===== src/core/gpio_int_pkg.sv =====
package gpio_int_pkg;

   // ****************************************************************
   // Register map (byte addresses, one aligned word each)
   // ****************************************************************
   localparam logic [7:0] ADDR_PORT_DATA   = 8'h00;
   localparam logic [7:0] ADDR_INT_ENABLE  = 8'h04;
   localparam logic [7:0] ADDR_MODE_LO     = 8'h08;
   localparam logic [7:0] ADDR_MODE_HI     = 8'h0C;
   localparam logic [7:0] ADDR_DRIVE_MODE0 = 8'h10;
   localparam logic [7:0] ADDR_DRIVE_MODE1 = 8'h14;
   localparam logic [7:0] ADDR_DRIVE_MODE2 = 8'h18;
   localparam logic [7:0] ADDR_IRQ_STATUS  = 8'h1C;
   localparam logic [7:0] ADDR_IRQ_MASK    = 8'h20;
   localparam logic [7:0] ADDR_PIN_LEVEL   = 8'h24;

   // ****************************************************************
   // Reset values
   // ****************************************************************
   localparam logic [7:0] RST_PORT_DATA   = 8'h00;
   localparam logic [7:0] RST_INT_ENABLE  = 8'h00;
   localparam logic [7:0] RST_MODE        = 8'h00;
   localparam logic [7:0] RST_DRIVE_MODE0 = 8'h00;
   localparam logic [7:0] RST_DRIVE_MODE1 = 8'hFF;
   localparam logic [7:0] RST_DRIVE_MODE2 = 8'hFF;
   localparam logic [7:0] RST_IRQ_MASK    = 8'h00;
   localparam logic [1:0] RST_IRQ_STATUS  = 2'h0;
   localparam logic [7:0] RST_LATCH       = 8'h00;

   // ****************************************************************
   // Encodings
   // ****************************************************************
   localparam logic [1:0] MODE_DISABLED = 2'h0;
   localparam logic [1:0] MODE_LOW      = 2'h1;
   localparam logic [1:0] MODE_HIGH     = 2'h2;
   localparam logic [1:0] MODE_CHANGE   = 2'h3;
   localparam logic [2:0] DRIVE_ANALOG_HIZ = 3'h6;

   // Status bit positions
   localparam int STAT_PORT_IRQ  = 0;
   localparam int STAT_READ_DONE = 1;

endpackage : gpio_int_pkg


===== src/core/gpio_pin_interrupt_mode.sv =====
// Added by the designer: the register offsets and the APB slave port.
`timescale 1ns/1ps
`default_nettype none

module gpio_pin_interrupt_mode
   import gpio_int_pkg::*;
#(
   parameter int WIDTH = 8
) (
   input  wire logic             clk,
   input  wire logic             rst,
   input  wire logic             psel,
   input  wire logic             penable,
   input  wire logic             pwrite,
   input  wire logic [7:0]       paddr,
   input  wire logic [31:0]      pwdata,
   output logic                  pready,
   output logic [31:0]           prdata,
   output logic                  pslverr,
   input  wire logic [WIDTH-1:0] pinIn,
   output logic [WIDTH-1:0]      pinIntLine,
   output logic                  portIntReq,
   output logic                  irq
);

   // ****************************************************************
   // Register state
   // ****************************************************************
   logic [WIDTH-1:0] intEnable_q;
   logic [WIDTH-1:0] modeLo_q;
   logic [WIDTH-1:0] modeHi_q;
   logic [WIDTH-1:0] drive0_q;
   logic [WIDTH-1:0] drive1_q;
   logic [WIDTH-1:0] drive2_q;
   logic [WIDTH-1:0] readLatch_q;
   logic [1:0]       status_q;
   logic [1:0]       mask_q;
   logic [WIDTH-1:0] pinReq;
   logic [WIDTH-1:0] digIn;
   logic             portReq;
   logic             portReqPrev_q;

   // Bus strobes, decoded once and shared by every register process
   logic             access;
   logic             xferDone;
   logic             wrEn;
   logic             rdEn;
   logic             dataRead;
   logic             irqClr;
   logic             readClr;
   logic [31:0]      rdData_d;

   // Address decode used by the write enable and the slave error
   function automatic logic isMapped(input logic [7:0] a);
      case (a)
         ADDR_PORT_DATA, ADDR_INT_ENABLE, ADDR_MODE_LO, ADDR_MODE_HI,
         ADDR_DRIVE_MODE0, ADDR_DRIVE_MODE1, ADDR_DRIVE_MODE2,
         ADDR_IRQ_STATUS, ADDR_IRQ_MASK, ADDR_PIN_LEVEL: isMapped = 1'b1;
         default: isMapped = 1'b0;
      endcase
   endfunction : isMapped

   // Analog high-Z turns the digital input buffer off, so the pin reads 0
   function automatic logic isAnalog(input logic [2:0] dm);
      isAnalog = (dm == DRIVE_ANALOG_HIZ);
   endfunction : isAnalog

   // Write-one-to-clear hit on the status register for one bit
   function automatic logic isStatClr(input logic       we,
                                      input logic [7:0] a,
                                      input logic       wBit);
      isStatClr = we & (a == ADDR_IRQ_STATUS) & wBit;
   endfunction : isStatClr

   // ****************************************************************
   // APB access: one wait state, answered in the access phase
   // ****************************************************************
   // The first access edge, with pready still low, launches pready and
   // the read data. Writes wait for the completing edge, where the master
   // samples pready high, so a register changes exactly when the master
   // sees the transfer end.
   assign access   = psel & penable & ~pready;
   assign xferDone = psel & penable & pready;
   assign wrEn     = xferDone & pwrite & isMapped(paddr);
   assign rdEn     = access & ~pwrite;
   assign dataRead = rdEn & (paddr == ADDR_PORT_DATA);

   // Write-one clears, decoded once per status bit
   assign irqClr  = isStatClr(wrEn, paddr, pwdata[STAT_PORT_IRQ]);
   assign readClr = isStatClr(wrEn, paddr, pwdata[STAT_READ_DONE]);

   // pready as a one-cycle flop pulse: one wait state always, and every
   // output stays a flop
   always_ff @(posedge clk) begin
      if (rst) begin
         pready <= 1'b0;
      end else begin
         pready <= access;
      end
   end

   // Unmapped offsets answer with an error alongside pready
   always_ff @(posedge clk) begin
      if (rst) begin
         pslverr <= 1'b0;
      end else begin
         pslverr <= access & ~isMapped(paddr);
      end
   end

   // ****************************************************************
   // Per-pin cells
   // ****************************************************************
   // One cell per pin; the cell owns the mode decode
   genvar g;
   generate
      for (g = 0; g < WIDTH; g++) begin : gPin
         logic [1:0] pinMode;
         logic [2:0] pinDm;
         // The same bit of each plane forms the pin's mode fields
         assign pinMode = {modeHi_q[g], modeLo_q[g]};
         assign pinDm   = {drive2_q[g], drive1_q[g], drive0_q[g]};
         pin_int_cell uCell (
            .pinIn        (pinIn[g]),
            .pinIntMode   (pinMode),
            .intEnable    (intEnable_q[g]),
            .readLatch    (readLatch_q[g]),
            .pinDriveMode (pinDm),
            .pinIntReq    (pinReq[g])
         );
         // Same input view the cell uses, for the data register read
         assign digIn[g] = isAnalog(pinDm) ? 1'b0 : pinIn[g];
      end
   endgenerate

   // Any pin request raises the port request, as a level
   assign portReq = |pinReq;

   // ****************************************************************
   // Software registers, one process per register group
   // ****************************************************************
   // Data register writes are accepted and dropped: this block has no
   // output driver, and a read of the data register returns the pin
   // view, so a stored value would never be seen.

   // Interrupt mode bit planes; mode 00 after reset keeps every pin
   // quiet even with its enable set
   always_ff @(posedge clk) begin
      if (rst) begin
         modeLo_q <= RST_MODE;
         modeHi_q <= RST_MODE;
      end else if (wrEn) begin
         if (paddr == ADDR_MODE_LO) begin
            modeLo_q <= pwdata[WIDTH-1:0];
         end
         if (paddr == ADDR_MODE_HI) begin
            modeHi_q <= pwdata[WIDTH-1:0];
         end
      end
   end

   // Per-pin interrupt enables; a cleared bit holds the pin line low
   // rather than floating it
   always_ff @(posedge clk) begin
      if (rst) begin
         intEnable_q <= RST_INT_ENABLE;
      end else if (wrEn && paddr == ADDR_INT_ENABLE) begin
         intEnable_q <= pwdata[WIDTH-1:0];
      end
   end

   // Drive mode bit planes. Reset leaves every pin analog high-Z, reading 0,
   // so a pin in low-level mode with its enable set still interrupts.
   always_ff @(posedge clk) begin
      if (rst) begin
         drive0_q <= RST_DRIVE_MODE0;
         drive1_q <= RST_DRIVE_MODE1;
         drive2_q <= RST_DRIVE_MODE2;
      end else if (wrEn) begin
         if (paddr == ADDR_DRIVE_MODE0) begin
            drive0_q <= pwdata[WIDTH-1:0];
         end
         if (paddr == ADDR_DRIVE_MODE1) begin
            drive1_q <= pwdata[WIDTH-1:0];
         end
         if (paddr == ADDR_DRIVE_MODE2) begin
            drive2_q <= pwdata[WIDTH-1:0];
         end
      end
   end

   // Interrupt mask, laid out like the status register
   always_ff @(posedge clk) begin
      if (rst) begin
         mask_q <= RST_IRQ_MASK[1:0];
      end else if (wrEn && paddr == ADDR_IRQ_MASK) begin
         mask_q <= pwdata[1:0];
      end
   end

   // Read latch: captures the pin view the CPU actually saw. Change mode
   // compares against it, so software that skips the data read on a
   // service gets a plain level interrupt instead of a change.
   always_ff @(posedge clk) begin
      if (rst) begin
         readLatch_q <= RST_LATCH;
      end else if (dataRead) begin
         readLatch_q <= digIn;
      end
   end

   // ****************************************************************
   // Sticky status: set wins over a write-one clear in the same cycle
   // ****************************************************************
   // Edge memory of the merged request: a level held high sets bit 0
   // once, not on every cycle
   always_ff @(posedge clk) begin
      if (rst) begin
         portReqPrev_q <= 1'b0;
      end else begin
         portReqPrev_q <= portReq;
      end
   end

   // Both sticky bits; a clear only removes what no new event sets
   always_ff @(posedge clk) begin
      if (rst) begin
         status_q <= RST_IRQ_STATUS;
      end else begin
         status_q[STAT_PORT_IRQ]  <= (portReq & ~portReqPrev_q) |
                                     (status_q[STAT_PORT_IRQ] & ~irqClr);
         status_q[STAT_READ_DONE] <= dataRead |
                                     (status_q[STAT_READ_DONE] & ~readClr);
      end
   end

   // ****************************************************************
   // Outputs, all registered
   // ****************************************************************
   // Per-pin lines, one clock behind their cause
   always_ff @(posedge clk) begin
      if (rst) begin
         pinIntLine <= '0;
      end else begin
         pinIntLine <= pinReq;
      end
   end

   // Merged port request toward the interrupt controller
   always_ff @(posedge clk) begin
      if (rst) begin
         portIntReq <= 1'b0;
      end else begin
         portIntReq <= portReq;
      end
   end

   // Level interrupt while any unmasked sticky bit stands; software
   // clears the status bit; a port request still held does not set it again
   always_ff @(posedge clk) begin
      if (rst) begin
         irq <= 1'b0;
      end else begin
         irq <= |(status_q & mask_q);
      end
   end

   // Read mux; the data register returns the pin view.
   // Unused bits and unmapped offsets read as zero.
   always_comb begin
      rdData_d = 32'h0000_0000;
      case (paddr)
         ADDR_PORT_DATA:   rdData_d[WIDTH-1:0] = digIn;
         ADDR_INT_ENABLE:  rdData_d[WIDTH-1:0] = intEnable_q;
         ADDR_MODE_LO:     rdData_d[WIDTH-1:0] = modeLo_q;
         ADDR_MODE_HI:     rdData_d[WIDTH-1:0] = modeHi_q;
         ADDR_DRIVE_MODE0: rdData_d[WIDTH-1:0] = drive0_q;
         ADDR_DRIVE_MODE1: rdData_d[WIDTH-1:0] = drive1_q;
         ADDR_DRIVE_MODE2: rdData_d[WIDTH-1:0] = drive2_q;
         ADDR_IRQ_STATUS:  rdData_d[1:0]       = status_q;
         ADDR_IRQ_MASK:    rdData_d[1:0]       = mask_q;
         ADDR_PIN_LEVEL:   rdData_d[WIDTH-1:0] = readLatch_q;
         default:          rdData_d            = 32'h0000_0000;
      endcase
   end

   // Read data launched with pready and held until the next read
   always_ff @(posedge clk) begin
      if (rst) begin
         prdata <= 32'h0000_0000;
      end else if (rdEn) begin
         prdata <= rdData_d;
      end
   end

endmodule : gpio_pin_interrupt_mode

`default_nettype wire


===== src/core/pin_int_cell.sv =====
`timescale 1ns/1ps
`default_nettype none

module pin_int_cell
   import gpio_int_pkg::*;
(
   input  wire logic       pinIn,
   input  wire logic [1:0] pinIntMode,
   input  wire logic       intEnable,
   input  wire logic       readLatch,
   input  wire logic [2:0] pinDriveMode,
   output logic            pinIntReq
);

   logic digIn;

   // Analog high-Z shuts the input buffer off to save crowbar current
   assign digIn = (pinDriveMode == DRIVE_ANALOG_HIZ) ? 1'b0 : pinIn;

   // Mode decode, gated by the per-pin enable
   always_comb begin
      case (pinIntMode)
         MODE_DISABLED: pinIntReq = 1'b0;
         MODE_LOW:      pinIntReq = intEnable & ~digIn;
         MODE_HIGH:     pinIntReq = intEnable & digIn;
         MODE_CHANGE:   pinIntReq = intEnable & (digIn ^ readLatch);
         default:       pinIntReq = 1'b0;
      endcase
   end

endmodule : pin_int_cell

`default_nettype wire


===== config.mk =====
export PLATFORM = sky130hd
export DESIGN_NAME = gpio_pin_interrupt_mode
export DESIGN_NICKNAME = d
export VERILOG_FILES = /design/src/core/gpio_int_pkg.sv /design/src/core/gpio_pin_interrupt_mode.sv /design/src/core/pin_int_cell.sv
export SDC_FILE = /design/constraint.sdc
export NUM_CORES = 1
export LEC_CHECK = 0
export ABC_AREA = 1
export ABC_CLOCK_PERIOD_IN_PS = 1850
export CAP_MARGIN = 20
export CORE_ASPECT_RATIO = 1.1
export CORE_MARGIN = 10
export CORE_UTILIZATION = 54
export DETAILED_ROUTE_END_ITERATION = 10
export DONT_BUFFER_PORTS = 1
export PLACE_DENSITY = 0.69
export SLEW_MARGIN = 15
export SYNTH_ARGS = -nofsm -noshare
export SYNTH_HDL_FRONTEND = slang
export SYNTH_HIERARCHICAL = 1
export SYNTH_SLANG_ARGS = --single-unit
export TNS_END_PERCENT = 20

===== constraint.sdc =====
create_clock -name clk -period 1.85 [get_ports clk]
set_input_delay 0.37 -clock clk [delete_from_list [all_inputs] [get_ports clk]]
set_output_delay 0.37 -clock clk [all_outputs]
set_load 0.05 [all_outputs]

==> impl_metrics.toml, run 1 <==
[detailed_routing]
detail_route.vias_per_cell = 5.03
detail_route.wirelength.met1_um = 5170
wire_length_on_met2_um = 5660
top_layer_used = "met4"
wl_met3_um = 1180
drt-total-wl_um = 12300
drt_first_iter_violations = 296
detailroute.via_count = 4235
antenna_left = 0
routed_wire_length_per_instance_um = 14.6
remaining_drc_errors = 0
firstDrtPassIters = 5

[synthesis]
ys_warn_count = 6
number_of_standard_cells_after_synthesis = 701
number_of_flops_mapped_to_enable_cells_by_yosys = 0
post_synthesis_cell_type_with_the_largest_combined_area = "sky130_fd_sc_hd__dfxtp_1"
synthTopCellsByArea = "sky130_fd_sc_hd__dfxtp_1 (35%), sky130_fd_sc_hd__nand2_1 (20%), sky130_fd_sc_hd__inv_1 (8.0%), sky130_fd_sc_hd__nor2_1 (6.8%), sky130_fd_sc_hd__buf_4 (4.3%)"
yosys.cell_types.count = 31
synth_largest_type_area_fraction = 0.354
ys.flop_type = "sky130_fd_sc_hd__dfxtp_1"
postSynth.asyncResetShare = 0
syn_area_per_cell_um2 = 6.45
synth_seq_cells = 80
post-synth-top-count-cell = "sky130_fd_sc_hd__nand2_1"
yosys-top-cells-count = "sky130_fd_sc_hd__nand2_1 (244), sky130_fd_sc_hd__inv_1 (97), sky130_fd_sc_hd__nor2_1 (82)"
seq_area_frac_synth = 0.354
synth.cell_area_mm2 = 0.00452

[power_and_ir_drop]
share_clk_of_total_power = 0.424
internal_power_mw = 2.52
cellLeakagePower_nw = 2.59
power.sequential.fraction = 0.512
power.switching_fraction = 0.254
powerDensity_mw_per_mm2 = 676
part_of_the_power_in_combinational_logic = 0.064
irDropWorstVdd_v = 0.000357
switchingPower_uw = 858

[final_layout]
final_util = 0.621
drive_above_1_share = 0.144
number_of_diodes_added_for_antenna_fixing = 0
nFillCells = 784
p_r_area_growth_vs_syn_pct = 10.3
finish.net_count = 782

[critical_path]
crit-reg2reg-launch = "readLatch_q[5]"
worst-endpoint-required_ns = 2.09
worst-path-max-fanout = 3
critical_path.slowest_cell = "sky130_fd_sc_hd__nor4_1"
timing.critical_path.to_type = "flip-flop"
max_stage_delay_ns = 0.46
worstSetupStartpointType = "flip-flop"
timing.critical_path.mode_cell = "sky130_fd_sc_hd__nand2_1"
critical_path_arrival_ns = 1.82
crit_chain = "nand2_1 > nand2_1 > inv_1 > nand3_1 > a21oi_2 > nor4_1 > a21oi_1 > nand2_1 > o21ai_0"
startpoint = "readLatch_q[5]"
timing_worst_setup_path_type = "reg -> reg"

[sta]
fin_crit_sh = 0.851
number_of_hold_violations_in_the_final_report = 0
tightest_slew_ns = 0.526
slew-limit-headroom = 0.649
setup_viol = 0
max_freq_mhz = 635
rsz0062_at_grt = "false"
finalWorstPathRequiredPeriod_ns = 1.57
setup-tns-final_ns = 0
final.setup_skew_ns = 0.00982
final-max-slew-violation-count = 0

[run]
max_cap_viols = 0

[clock_network]
clkTransAtPathRegs_ns = 0.09
clock_tree_from_tritoncts = "done"
hold_buffers = 0
clk_path_buf_depth = 2
insertion_delay_ns = 0.36
cts.repair_timing.setup_buffer_count = 0
clock_sink_count = 80
cts_resized = 0
number_of_clock_buffers_inserted_by_tritoncts = 9
cts.root.buffer_cell = "sky130_fd_sc_hd__clkbuf_8"
htreeDepth = 3

[place]
place.gp.congestion = 0.855
dp.final_hpwl_um = 8850
port-buffer-count = 0

[die]
area_of_the_die_mm2 = 0.0124
dieWidth_um = 107
fp.coreArea_mm2 = 0.00804
dieHeight_um = 116
floorplan.initialDensity = 0.563
rows = 34
num_io_pins = 97

[grt]
groute.usage.overall = 0.199
grt-ovfl-total = 0
grt_pass1_vias = 3790
grt_antenna_before_repair = 0
largest_net_degree_at_the_start_of_global_routing = 37
wire_length_of_the_first_global_routing_pass_um = 19400

[min_path]
holdCritPathClass = "in -> reg"
hold_path_startpoint = "rst"

[outcome]
outcome = "completed"
==> cell usage in the layout, fill, tap and decap left out, types with 2 or more instances in the layout <==
master	count
sky130_fd_sc_hd__dfxtp_1	80
sky130_fd_sc_hd__o21ai_0	27
sky130_fd_sc_hd__a31oi_1	8
sky130_fd_sc_hd__nand2_2	8
sky130_fd_sc_hd__o22ai_1	5
sky130_fd_sc_hd__a21oi_2	8
sky130_fd_sc_hd__inv_2	12
sky130_fd_sc_hd__buf_4	26
sky130_fd_sc_hd__nand2_4	4
sky130_fd_sc_hd__nand4_4	2
sky130_fd_sc_hd__nand3_1	31
sky130_fd_sc_hd__clkinv_4	3
sky130_fd_sc_hd__nor2_4	6
sky130_fd_sc_hd__nand2_1	244
sky130_fd_sc_hd__nor4_1	2
sky130_fd_sc_hd__a21oi_1	20
sky130_fd_sc_hd__nor2_1	82
sky130_fd_sc_hd__conb_1	24
sky130_fd_sc_hd__nand3_2	8
sky130_fd_sc_hd__buf_12	3
sky130_fd_sc_hd__o211ai_1	3
sky130_fd_sc_hd__inv_1	97
sky130_fd_sc_hd__bufinv_16	2
sky130_fd_sc_hd__clkinv_2	2
sky130_fd_sc_hd__nor2_8	4
sky130_fd_sc_hd__nor2_2	6
sky130_fd_sc_hd__nor3_1	2
sky130_fd_sc_hd__clkbuf_8	9
==> critical path, delay by kind of cell (launching register included) <==
kind                   cells  cell delay (ns)
buffers and inverters      1             0.04
AOI/OAI and AO/OA          3             0.29
DFF                        1             0.36
and+or+nand+nor            5             0.76
==> power by group through the flow <==
| stage | Sequential [mW] | Clock [mW] | Combinational, mW |
|---|---|---|---|
| CTS | 1.73 | 1.45 | 0.214 |
| global route | 1.73 | 1.54 | 0.231 |
| detailed placement | 1.77 | 0 | 0.213 |
| floorplan | 1.77 | 0 | 0.236 |
| global placement | 1.77 | 0 | 0.211 |
| finish | 1.73 | 1.43 | 0.217 |
==> per-layer routing <==
layer / track usage / vias up
met1: 0.247 / 1894
met5: 0 / -
met4: 0.0723 / 0
li1: - / 2146
met2: 0.330 / 173
met3: 0.0483 / 22
==> per-stage QoR <==
stage | worst slack (ns) | power (mW) | cell area (um2) | hold WS (ns) | instances
after global routing | 0.0763 | 3.49 | 4990 | 0.0501 | 842
after floorplan | 0.106 | 2.01 | 4610 | 0.445 | 724
after CTS | 0.271 | 3.39 | 4990 | 0.0644 | 842
final | 0.276 | 3.37 | 4990 | 0.0704 | 842
after global placement | 0.0372 | 1.98 | 4770 | 0.444 | 826
after detailed placement | 0.00210 | 1.98 | 4770 | 0.446 | 826
==> final cells by class <==
class | instances | area, um2 | share of cell area
Sequential cell | 80 | 1600 | 0.321
Multi-Input combinational cell | 499 | 2360 | 0.473
Timing Repair Buffer | 29 | 255 | 0.0512
Inverter | 110 | 415 | 0.0832
Clock inverter | 7 | 96.3 | 0.0193
Clock buffer | 9 | 124 | 0.0248
Tap cell | 108 | 135 | 0.0271
==> worst paths after layout <==
| path | slack (ns) | cells after the start | end |
|---|---|---|---|
| max reg2reg | 0.28 | 9 | status_q[0] |
| max | 0.28 | 9 | status_q[0] |
| min | 0.07 | 1 | prdata[4] |
| min reg2reg | 0.48 | 2 | readLatch_q[4] |
==> cells by family (layout without fill, tap and decap cells) <==
family / Yosys count / count (layout) / synth area share
buffers and inverters: 145 / 155 / 0.143
other: 1 / 24 / 0.000829
AOI/OAI and AO/OA: 72 / 72 / 0.0921
and+or+nand+nor: 403 / 403 / 0.410
DFF: 80 / 80 / 0.354
Power figures use the tool's default switching activity.
==> run 2, diff against run 1 <==
--- a/config.mk
+++ b/config.mk
@@ -13,7 +13,7 @@
 export CORE_UTILIZATION = 54
 export DETAILED_ROUTE_END_ITERATION = 10
 export DONT_BUFFER_PORTS = 1
-export PLACE_DENSITY = 0.69
+export PLACE_DENSITY = 0.67
 export SLEW_MARGIN = 15
 export SYNTH_ARGS = -nofsm -noshare
 export SYNTH_HDL_FRONTEND = slang
==> impl_metrics.toml, run 2 (synthesis gave the netlist of run 1 again) <==
[power_and_ir_drop]
cellLeakagePower_nw = 2.61
powerDensity_mw_per_mm2 = 696
irDropWorstVdd_v = 0.000503

[final_layout]
leading_cell_type_in_the_layout_fill_and_taps_excluded = "sky130_fd_sc_hd__nand2_1"
drive_above_1_share = 0.146
p_r_area_growth_vs_syn_pct = 11.0
fin_cells = 843
commonest_cells_after_routing_fill_and_taps_aside = "sky130_fd_sc_hd__nand2_1 (244), sky130_fd_sc_hd__inv_1 (97), sky130_fd_sc_hd__nor2_1 (82)"
finish.net_count = 783
number_of_diodes_added_for_antenna_fixing = 0
nFillCells = 748
final_util = 0.624

[clock_network]
clkTransAtPathRegs_ns = 0.10
hold_buffers = 0
cts_resized = 0
clk_path_buf_depth = 2
cts.root.buffer_cell = "sky130_fd_sc_hd__clkbuf_8"
insertion_delay_ns = 0.37
clock_tree_from_tritoncts = "done"
cts.repair_timing.setup_buffer_count = 0
clock_sink_count = 80
htreeDepth = 3
number_of_clock_buffers_inserted_by_tritoncts = 9

[critical_path]
startpoint = "pready"
crit-reg2reg-launch = "pready"
timing_worst_setup_path_type = "reg -> reg"
worst-path-max-fanout = 8
ff2ff_setup_slack_ns = 0.24
worst-endpoint-required_ns = 2.11
worstSetupStartpointType = "flip-flop"
critical_path_arrival_ns = 1.87
r2r-end = "modeHi_q[3]"
worst-r2r-cell-count = 7
timing.critical_path.to_type = "flip-flop"
setup.worst_path.end = "modeHi_q[3]"

[die]
num_io_pins = 97
rows = 34
dieHeight_um = 116
area_of_the_die_mm2 = 0.0124
dieWidth_um = 107
floorplan.initialDensity = 0.563
fp.coreArea_mm2 = 0.00804

[sta]
setup_viol = 0
number_of_hold_violations_in_the_final_report = 0
slew-limit-headroom = 0.648
max_freq_mhz = 623
tightest_slew_ns = 0.528
finalWorstPathRequiredPeriod_ns = 1.61
final.setup_skew_ns = 0.0146
worst_hold_slack_ns = 0.0519
fin_crit_sh = 0.868
final-max-slew-violation-count = 0
rsz0062_at_grt = "false"

[place]
place.gp.congestion = 0.862
dp.final_hpwl_um = 9090
placed_cells = 827
port-buffer-count = 0

[detailed_routing]
routed_wire_length_per_instance_um = 14.9
detailroute.via_count = 4274
detail_route.vias_per_cell = 5.07
firstDrtPassIters = 5
remaining_drc_errors = 0
drt-total-wl_um = 12600
drt_first_iter_violations = 361
antenna_left = 0

[run]
max_cap_viols = 0

[grt]
grt_pass1_vias = 3967
grt-ovfl-total = 0
groute.usage.overall = 0.203
grt_antenna_before_repair = 0
largest_net_degree_at_the_start_of_global_routing = 37
wire_length_of_the_first_global_routing_pass_um = 19900

[min_path]
holdCritPathClass = "in -> reg"
whs_path_depth = 1
hold_path_startpoint = "rst"

[outcome]
outcome = "completed"
-- run 2: cell count changes in the layout (fill, tap and decap cells not counted), sizes merged --
cell,delta
clkinv,-5
inv,+4
buf,+1
clkinvlp,+1
-- run 2: stage by stage --
step	TNS, ns	power [mW]	setup slack, ns	cell area (um2)
finish	0	3.49	0.245	5020
global route	0	3.58	0.114	5020
CTS	0	3.49	0.240	5020
detailed placement	-0.0508	1.98	-0.0177	4790
global placement	0	1.98	0.0297	4790
floorplan	0	2.01	0.106	4610
-- run 2: cell type report --
type	count	area, um2	area share
Clock buffer	9	124	0.0247
Clock inverter	7	108	0.0214
Inverter	110	415	0.0827
Multi-Input combinational cell	499	2360	0.470
Sequential cell	80	1600	0.319
Tap cell	108	135	0.0269
Timing Repair Buffer	30	275	0.0548
-- run 2: critical path: stages (launching register included) --
cell and delay, ns:
sky130_fd_sc_hd__dfxtp_1 0.36, sky130_fd_sc_hd__nand2_1 0.08, sky130_fd_sc_hd__nor2_2 0.39, sky130_fd_sc_hd__nand2_8 0.17, sky130_fd_sc_hd__nor2_4 0.29, sky130_fd_sc_hd__nand2_1 0.08
sky130_fd_sc_hd__nand2_1 0.07, sky130_fd_sc_hd__nor2_1 0.04
-- run 2: how the worst min path moves through the flow --
stage and endpoint:
3_3_place_gp prdata[4], 4_1_cts prdata[5], 6_report prdata[5], 2_1_floorplan irq, 3_5_place_dp prdata[0], 5_1_grt prdata[4]
-- run 2: report_power, final --
| part | switching (mW) | total (mW) | internal, mW |
|---|---|---|---|
| combinational | 0.187 | 0.219 | 0.0320 |
| sequential | 0.00519 | 1.73 | 1.72 |
| clock | 0.759 | 1.55 | 0.789 |
| total | 0.951 | 3.49 | 2.54 |
-- run 2: layer usage --
layer	vias up	global-route usage	routed length [um]
met1	1913	0.249	5280
met2	171	0.341	5820
met3	29	0.0483	1170
li1	2161	-	-
met5	-	0	0
met4	0	0.0687	310
